<file path="src/shared/ptc_pkg.sv">
`default_nettype none
package ptc_pkg;
    // register addresses on the plain port
    localparam logic [2:0] ADDR_CTRL   = 3'h0;
    localparam logic [2:0] ADDR_LOW    = 3'h1;
    localparam logic [2:0] ADDR_HIGH   = 3'h2;
    localparam logic [2:0] ADDR_STATUS = 3'h3;
    localparam logic [2:0] ADDR_MASK   = 3'h4;
    // control register fields
    localparam int CTRL_RUN   = 7;
    localparam int CTRL_WIDTH = 6;
    localparam int CTRL_SRC   = 5;
    localparam int CTRL_EDGE  = 4;
    localparam int CTRL_PSA   = 3;
    localparam int CTRL_PS_HI = 2;
    localparam logic [7:0] CTRL_RESET = 8'hFF;
    // status bit
    localparam int STAT_OVF = 0;
    // instruction clock divider: 4 system clocks per instruction cycle
    localparam logic [1:0] ICLK_DIV_LAST = 2'h3;
    // counting suppressed for two instruction cycles after a write
    localparam logic [1:0] WRITE_HOLD_CYCLES = 2'h2;
endpackage
`default_nettype wire

</file>
<file path="src/hdl/ptc_edge_sync.sv">
`timescale 1ns/1ns
`default_nettype none
// two-flop synchroniser and selectable edge detector
module ptc_edge_sync (
    input  wire logic mclk_i,
    input  wire logic sys_rst_i,
    input  wire logic pin_i,
    input  wire logic falling_i,
    output logic      edge_o
);
    logic meta_q;
    logic sync_q;
    logic last_q;
    wire  rise_w = sync_q & ~last_q;
    wire  fall_w = ~sync_q & last_q;

    always_ff @(posedge mclk_i) begin
        if (sys_rst_i) begin
            meta_q <= 1'b0;
            sync_q <= 1'b0;
            last_q <= 1'b0;
        end else begin
            meta_q <= pin_i;
            sync_q <= meta_q;
            last_q <= sync_q;
        end
    end

    assign edge_o = falling_i ? fall_w : rise_w;
endmodule
`default_nettype wire

</file>
<file path="src/hdl/ptc_timer.sv">
// Behaviour
// - ratio codes 010, 001, 000 give 1:8, 1:4, 1:2.
// - ratio codes 101, 100, 011 give 1:64, 1:32, 1:16; 110 and 111 give 1:128 and 1:256.
// - the source select bit picks the instruction clock when clear and the external pin when set.
// - timer mode without prescaler advances once per instruction clock.
// - any count write suppresses counting for the next two instruction cycles.
// - the edge select bit picks rising edges when clear and falling edges when set.
// - the external pin is synchronised before it can advance the counter.
// - in 16-bit width a low byte read copies the true high byte into the high buffer.
// - in 16-bit width the high buffer is moved into the true high byte when the low byte is written.
// - the prescaler is an 8-bit counter not readable or writable by software.
// - a clear assignment bit puts the prescaler in the count path.
// - while assigned, any count write clears the prescaler count.
// - clearing the prescaler on a count write leaves assignment and ratio unchanged.
// - overflow flag sets on FFh to 00h in 8-bit width or FFFFh to 0000h in 16-bit width.
//
// Decided for this implementation: the placing of the registers and strobed register access.
`timescale 1ns/1ns
`default_nettype none
module ptc_timer (
    input  wire logic       mclk_i,
    input  wire logic       sys_rst_i,
    input  wire logic [2:0] addr_i,
    input  wire logic [7:0] wdata_i,
    input  wire logic       wr_i,
    input  wire logic       rd_i,
    input  wire logic       count_pin_i,
    output logic      [7:0] rdata_o,
    output logic            irq_o,
    output logic            overflow_flag_o
);
    logic [7:0]  ctrl_q;
    logic [7:0]  low_q;
    logic [7:0]  high_q;
    logic [7:0]  hbuf_q;
    logic [7:0]  presc_q;
    logic [1:0]  idiv_q;
    logic [1:0]  hold_q;
    logic        ovf_q;
    logic        mask_q;
    logic [7:0]  rdata_q;
    logic        irq_q;
    logic        pin_edge;

    // register decode
    wire wr_ctrl_w  = wr_i & (addr_i == ptc_pkg::ADDR_CTRL);
    wire wr_low_w   = wr_i & (addr_i == ptc_pkg::ADDR_LOW);
    wire wr_high_w  = wr_i & (addr_i == ptc_pkg::ADDR_HIGH);
    wire wr_mask_w  = wr_i & (addr_i == ptc_pkg::ADDR_MASK);
    wire rd_low_w   = rd_i & (addr_i == ptc_pkg::ADDR_LOW);
    wire rd_stat_w  = rd_i & (addr_i == ptc_pkg::ADDR_STATUS);

    // control fields
    wire       run_enable_bit       = ctrl_q[ptc_pkg::CTRL_RUN];
    wire       width_select_bit     = ctrl_q[ptc_pkg::CTRL_WIDTH];
    wire       count_source_select  = ctrl_q[ptc_pkg::CTRL_SRC];
    wire       source_edge_select   = ctrl_q[ptc_pkg::CTRL_EDGE];
    wire       prescaler_assign_bit = ctrl_q[ptc_pkg::CTRL_PSA];
    wire [2:0] prescale_ratio_field = ctrl_q[ptc_pkg::CTRL_PS_HI:0];

    ptc_edge_sync u_sync (
        .mclk_i    (mclk_i),
        .sys_rst_i (sys_rst_i),
        .pin_i     (count_pin_i),
        .falling_i (source_edge_select),
        .edge_o    (pin_edge)
    );

    // instruction clock enable, one pulse per four system clocks
    wire icyc_w = (idiv_q == ptc_pkg::ICLK_DIV_LAST);

    wire src_evt_w = count_source_select ? pin_edge : icyc_w;

    wire count_write_w = wr_low_w;
    wire held_w        = (hold_q != 2'h0);
    wire evt_w         = run_enable_bit & src_evt_w & ~held_w & ~count_write_w;

    // ratio 2^(code+1); tick when low code+1 bits of the next count roll to zero
    wire [7:0] presc_next_w = presc_q + 8'h01;
    wire [8:0] ratio_mask_w = (9'h002 << prescale_ratio_field) - 9'h001;
    wire       presc_tick_w = ((presc_next_w & ratio_mask_w[7:0]) == 8'h00);

    wire inc_w = evt_w & (prescaler_assign_bit | presc_tick_w);

    wire        wrap8_w  = (low_q == 8'hFF);
    wire        wrap16_w = wrap8_w & (high_q == 8'hFF);
    wire        ovf_evt_w = inc_w & (width_select_bit ? wrap8_w : wrap16_w);
    wire [15:0] cnt_w     = {high_q, low_q};
    wire [15:0] cnt_inc_w = cnt_w + 16'h0001;

    // irq follows next status and mask
    wire mask_d = wr_mask_w ? wdata_i[0] : mask_q;
    wire ovf_d  = ovf_evt_w | (ovf_q & ~rd_stat_w);
    wire irq_d  = ovf_d & mask_d;

    // read mux
    logic [7:0] rdata_d;
    always_comb begin
        rdata_d = 8'h00;
        case (addr_i)
            ptc_pkg::ADDR_CTRL:   rdata_d = ctrl_q;
            ptc_pkg::ADDR_LOW:    rdata_d = low_q;
            ptc_pkg::ADDR_HIGH:   rdata_d = hbuf_q;
            ptc_pkg::ADDR_STATUS: rdata_d = {7'h00, ovf_q};
            ptc_pkg::ADDR_MASK:   rdata_d = {7'h00, mask_q};
            default:              rdata_d = 8'h00;
        endcase
    end

    always_ff @(posedge mclk_i) begin
        if (sys_rst_i) begin
            idiv_q <= 2'h0;
        end else begin
            idiv_q <= idiv_q + 2'h1;
        end
    end

    // control register written only by its own address
    always_ff @(posedge mclk_i) begin
        if (sys_rst_i) begin
            ctrl_q <= ptc_pkg::CTRL_RESET;
            mask_q <= 1'b0;
        end else begin
            if (wr_ctrl_w) begin
                ctrl_q <= wdata_i;
            end
            if (wr_mask_w) begin
                mask_q <= wdata_i[0];
            end
        end
    end

    always_ff @(posedge mclk_i) begin
        if (sys_rst_i) begin
            hold_q <= 2'h0;
        end else if (count_write_w) begin
            hold_q <= ptc_pkg::WRITE_HOLD_CYCLES;
        end else if (held_w && icyc_w) begin
            hold_q <= hold_q - 2'h1;
        end
    end

    // while assigned, prescaler cleared by count write, else advanced on events
    always_ff @(posedge mclk_i) begin
        if (sys_rst_i) begin
            presc_q <= 8'h00;
        end else if (count_write_w && !prescaler_assign_bit) begin
            presc_q <= 8'h00;
        end else if (evt_w && !prescaler_assign_bit) begin
            presc_q <= presc_tick_w ? 8'h00 : presc_next_w;
        end
    end

    // count register; buffer moved in on low write in 16-bit width
    always_ff @(posedge mclk_i) begin
        if (sys_rst_i) begin
            low_q  <= 8'h00;
            high_q <= 8'h00;
        end else if (wr_low_w) begin
            low_q <= wdata_i;
            if (!width_select_bit) begin
                high_q <= hbuf_q;
            end
        end else if (inc_w) begin
            low_q <= cnt_inc_w[7:0];
            if (!width_select_bit) begin
                high_q <= cnt_inc_w[15:8];
            end
        end
    end

    // in 16-bit width a low read snapshots the true high byte
    always_ff @(posedge mclk_i) begin
        if (sys_rst_i) begin
            hbuf_q <= 8'h00;
        end else if (wr_high_w) begin
            hbuf_q <= wdata_i;
        end else if (rd_low_w && !width_select_bit) begin
            hbuf_q <= high_q;
        end
    end

    // sticky flag, set wins over read clear
    always_ff @(posedge mclk_i) begin
        if (sys_rst_i) begin
            ovf_q   <= 1'b0;
            irq_q   <= 1'b0;
            rdata_q <= 8'h00;
        end else begin
            ovf_q   <= ovf_d;
            irq_q   <= irq_d;
            rdata_q <= rd_i ? rdata_d : 8'h00;
        end
    end

    assign rdata_o         = rdata_q;
    assign irq_o           = irq_q;
    assign overflow_flag_o = ovf_q;

    // reference count of events since the last tick
    logic [8:0] evt_seen_q;
    logic       ratio_clean_q;
    wire  [8:0] ratio_w = 9'h002 << prescale_ratio_field;

    always_ff @(posedge mclk_i) begin
        if (sys_rst_i) begin
            evt_seen_q    <= 9'h000;
            ratio_clean_q <= 1'b0;
        end else if (count_write_w && !prescaler_assign_bit) begin
            evt_seen_q    <= 9'h000;
            ratio_clean_q <= 1'b1;
        end else begin
            if (wr_ctrl_w) begin
                ratio_clean_q <= 1'b0;
            end
            if (evt_w && !prescaler_assign_bit) begin
                evt_seen_q <= inc_w ? 9'h000 : evt_seen_q + 9'h001;
            end
        end
    end
endmodule
`default_nettype wire

</file>
<file path="config.mk">
export PLATFORM = sky130hd
export DESIGN_NAME = ptc_timer
export DESIGN_NICKNAME = d
export VERILOG_FILES = /design/src/shared/ptc_pkg.sv /design/src/hdl/ptc_edge_sync.sv /design/src/hdl/ptc_timer.sv
export SDC_FILE = /design/constraint.sdc
export NUM_CORES = 1
export LEC_CHECK = 0
export BUFFER_PORTS_ARGS = -buffer_cell sky130_fd_sc_hd__buf_2
export CORE_MARGIN = 2
export CORE_UTILIZATION = 34
export CTS_CLUSTER_DIAMETER = 60
export DETAILED_ROUTE_END_ITERATION = 10
export GPL_ROUTABILITY_DRIVEN = 0
export PLACE_DENSITY = 0.58
export REMOVE_ABC_BUFFERS = 1
export SLEW_MARGIN = 10
export SYNTH_ARGS = -nofsm -noshare
export SYNTH_HDL_FRONTEND = slang
export SYNTH_SLANG_ARGS = --single-unit
</file>
<file path="constraint.sdc">
create_clock -name mclk_i -period 3.65 [get_ports mclk_i]
set_input_delay 0.1825 -clock mclk_i [delete_from_list [all_inputs] [get_ports mclk_i]]
set_output_delay 0.1825 -clock mclk_i [all_outputs]
set_load 0.01 [all_outputs]
</file>
# == After elaboration in Yosys (flattened, before gate mapping) ==
# Cells that the tools add are included.
# classes
shift,1
n_addsub,5
eq_ne,9
muxes,16
bitwise_logic,25
reduce_logical,16
# ops
operator,count
$mux W8,9
$pmux W8 S5,1
$add A16 B1 Y16 const B,1
$and A1 B1 Y1,16
$eq A8 B8 Y1 const B,2
$add A8 B1 Y8 const B,1
$and A8 B8 Y8,1
$logic_not A8 Y1,1
$reduce_bool A2 Y1,4
$shl A2 B3 Y8 const A,1
$sub A8 B1 Y8 const B,1
$eq A3 B2 Y1 const B,2
$not A1 Y1,6
$reduce_or A2 Y1,3
$logic_and A1 B1 Y1,4
$mux W1,4
$mux W2,2
$ne A2 B2 Y1 const B,2
$eq A3 B1 Y1 const B,1
$eq A3 B3 Y1 const B,1
$logic_not A3 Y1,1
$reduce_and A3 Y1,1
$add A2 B1 Y2 const B,1
$eq A2 B2 Y1 const B,1
other kinds (3),5
# totals
in_bits,16
word_cells,87
output_inout_bits,10
regBits,58

# == Longest topological paths before layout ==
# depth
word_depth,11
mapped_depth,13
ltp_nobuf,10

# == Cells and area by module ==
# Synthesis repeated with hierarchy kept, for this count alone.
# unflattened
cells_unflattened,379
hier_area_um2,3076.7
# by_module_without_submodules
module,area_per_inst_um2,cells_per_inst,n_inst,seq_area_each_um2
ptc_timer,2975.4,370,1,1101.1
ptc_edge_sync,101.3,9,1,60.1

# == Worst setup path before layout ==
# No wires, ideal clock.
# synth_timing
kind,register -> register
start,register ctrl_q[1]
end,register high_q[4]
required_time_ns,3.564
path_buffers,3
period_less_slack_ns,2.811
arrival_ns,2.724
setup_ns,0.086
path_stages_with_launch,12
setup_slack_ns,0.839
path_cell_list,dfxtp_1 -> buf_2 -> or3_1 -> ha_1 -> clkbuf_1 -> xor2_1 -> a221o_1 -> a211oi_4 -> o211ai_4 -> buf_6 -> a211o_1 -> a221oi_2
# synth_between
elab_chain_len,8
word_cells_on_any_way,9
classes_between,1 x add/sub; 1 x eq/ne; 1 x shift; 3 x bitwise; 3 x reduce/logical
# synth_lines
item,line_no,text
from (decl),ptc_timer.sv:32,logic [7:0] ctrl_q;
from (signal assigned),ptc_timer.sv:121,ctrl_q <= ptc_pkg::CTRL_RESET;
from (signal assigned),ptc_timer.sv:125,ctrl_q <= wdata_i;
$shl A2 B3 Y8 *,--,
$sub A8 B1 Y8 *,ptc_timer.sv:80,wire [8:0] ratio_mask_w = (9'h002 << prescale_ratio_field) - 9'h001;
$and A8 B8 Y8 *,ptc_timer.sv:81,wire presc_tick_w = ((presc_next_w & ratio_mask_w[7:0]) == 8'h00);
$logic_not A8 Y1 *,ptc_timer.sv:81,
$or A1 B1 Y1 *,ptc_timer.sv:83,wire inc_w = evt_w & (prescaler_assign_bit | presc_tick_w);
$and A1 B1 Y1 *,ptc_timer.sv:83,
$ne A2 B2 Y1 (no line) or $reduce_bool A2 Y1 (tied branches),--,
$reduce_and A3 Y1 (no line) *,--,
to (signal assigned),ptc_timer.sv:162,high_q <= hbuf_q;
to (signal assigned),ptc_timer.sv:167,high_q <= cnt_inc_w[15:8];
to (decl),ptc_timer.sv:34,logic [7:0] high_q;
# Mark *: on every way between the ends. The rest lies on a longest branch, timed or not.
# A chain may end at the register's enable or synchronous reset.

# == Worst setup path in the final report ==
# layout_timing
start,register ctrl_q[0]
end,register high_q[7]
# The elaborated chain is that of the path after synthesis.

==> run metrics <==
vias in the first global route 2754; critical path type reg2reg; Worst Path Max Fanout 24; Pre-antenna DRT Iters 5; post-synth top area cell dfxtp_1; sequential fraction of the synthesis area 0.364; worst skew pair latency 0.35 ns; largest net degree at the start of global routing 41; Hold Slack 0.0505 ns; Inserted Diodes 0; Pins Over Slew Limit 0; HP Class in2reg; Slew @ Worst Pin 1.00 ns; Die Y 101 um; hold buffer count at CTS 0; Seq cells post-synth 58; CP max stage delay 0.51 ns; CTS Buf Count 9; CORE AREA 9150 um2; leakage dissipation 0.00125 uW; root buffer cell clkbuf_8; Max rail drop VDD 203 uV; Cell Count, Final, Fillers Out 525; Syn Area/Cell 8.09 um2; Primary FF master, synth dfxtp_1; DP Wirelength 5720 um; max_cap viols 0; GRT overflow 0; Final min period 3.12 ns; layout cells sized above 1 0.143; top post-synthesis cells by area dfxtp_1 (36%), nor2_1 (5.5%), a21oi_1 (5.3%), nand2_1 (5.1%), mux2i_1 (5.0%); Site Rows 35; crit share post-route 0.854; clock tree buffer depth 2; dpl ws 0.549 ns; CTS tree done; port buffer count 25; DRT iter0 DRCs 129; Unique masters post-synth 56; worst setup margin 0.534 ns; fin nets 430; CP bufs+invs 0; EDFF count, synth 0; setup bufs post-CTS 0; Vias/cell 5.58; Synth Warn # 0; crit end category flop; clock net sink count 58; Synth Cell Area 3190 um2; io pins 26; chip width 101 um; Syn Inst Count 394; Post-Place Cells 509; post-placement cell area 3360 um2; slowest CP cell a21oi_2; Synth top area share 0.364; clk slew on worst S/H paths 0.07 ns; die area 10200 um2; # resized after CTS 0; Post-synth ARST share 0; status finished, final reports clean; DR WL/cell 15.7 um; Clock Skews 0.0132 ns; crit path cell chain or3_1, ha_1, xor2_1, a221o_1, a211oi_4, o211ai_4, a21oi_2, a221oi_2; area grow syn2layout 13.3%; first-pass GRT wire length 13700 um; Fin. Hold Viols 0; RSZ-0062 raised after global routing no; relative slew slack 0.328; routed wire length 8250 um; CP Data Required Time 3.85 ns; Worst EP arrival 3.32 ns; filler cell count 937; final setup TNS 0 ns; Power Dens Cells 422 nW/um2; most common cell after layout, fill and taps aside dfxtp_1; CTS H-tree lvls 3; DRT antenna net count 0; Setup crit start kind flop; # DRC 0; delay-heaviest family, CP compound AO/OA/AOI/OAI gates; Final Cell Area 3610 um2; Total Routing Usage GR 0.174; final setup fails 0; via count 2929; FMAX 321 MHz; initial antenna violation count 0; most frequent cells in the layout dfxtp_1 (58), nor2_1 (47), nand2_1 (43); Initial Util 0.348
## worst reg2reg max path, delay by kind of cell, from the launching register on
family                   cells  cell delay [ns]
adder cells (fa/ha/maj)      1             0.29
XOR/XNOR                     1             0.19
AND/OR/NAND/NOR              1             0.41
flip-flops                   1             0.40
AO/OA/AOI/OAI                5             1.69
## registers in the layout (all words and copies together), names as in the netlist
signal	flops
overflow_flag_o	1
mask_q	1
rdata_o	8
presc_q	8
hbuf_q	8
idiv_q	2
high_q	8
hold_q	2
irq_o	1
u_sync.meta_q	1
low_q	8
ctrl_q	8
u_sync.last_q	1
u_sync.sync_q	1
## per-layer routing
layer	share of wire	GRT usage	up-vias	wire length, um
met1	0.49	0.244	1378	4010
li1	-	-	1453	-
met4	0.023	0.0811	0	190
met2	0.44	0.264	84	3660
met5	0	0	-	0
met3	0.047	0.0250	14	386
## synth_stat cells (2+ instances only)
library cell,n
a211o_1,7
a211oi_1,9
a21oi_1,34
a221oi_2,5
a22oi_1,2
a311o_1,4
a31oi_1,6
a32o_1,2
and3_1,8
buf_1,5
buf_2,4
buf_6,2
clkbuf_1,12
dfxtp_1,58
ha_1,5
inv_1,10
mux2i_1,16
nand2_1,43
nand2b_1,6
nand3_1,26
nand3b_1,3
nand4_1,3
nor2_1,47
nor2b_1,12
nor3_1,6
nor3b_1,2
o2111ai_1,2
o21ai_0,7
o21ai_1,4
o22ai_1,3
or2_2,3
or3_1,7
xnor2_1,6
xor2_1,3
## kinds of logic after synthesis
group,count (synthesis),synth area share
adders and majority gates,5,0.0196
buffers and inverters,35,0.0487
DFF,58,0.364
AOI/OAI and AO/OA,98,0.225
and+or+nand+nor,172,0.261
xor gates and xnor gates,9,0.0247
muxes,17,0.0573
## power breakdown
part           switching (uW)  internal [uW]
sequential               15.3            648
clock                     284            473
combinational            66.8           38.4
## final timing paths
check | startpoint | endpoint | slack, ns | cells after the start
max reg2reg | ctrl_q[0]$_SDFFE_PP1P_ | high_q[7]$_SDFFE_PP0P_ | 0.53 | 8
min | count_pin_i | u_sync.meta_q$_SDFF_PP0_ | 0.05 | 2
max | ctrl_q[0]$_SDFFE_PP1P_ | high_q[7]$_SDFFE_PP0P_ | 0.53 | 8
min reg2reg | idiv_q[0]$_SDFF_PP0_ | idiv_q[0]$_SDFF_PP0_ | 0.42 | 1
## cell type report
cell class	count	area, um2	area share
Clock buffer	10	138	0.0381
Clock inverter	6	114	0.0315
Inverter	11	41.3	0.0114
Multi-Input combinational cell	301	1870	0.518
Sequential cell	58	1160	0.321
Tap cell	111	139	0.0384
Timing Repair Buffer	28	148	0.0409
## metrics by stage
| step | util | total power (uW) |
|---|---|---|
| final | 0.395 | 1530 |
| after global routing | 0.395 | 1580 |
| after CTS | 0.395 | 1540 |
| after detailed placement | 0.367 | 783 |
| after global placement | 0.367 | 781 |
| after floorplan | - | 733 |
Note: power is estimated with default switching activity, not from simulation.
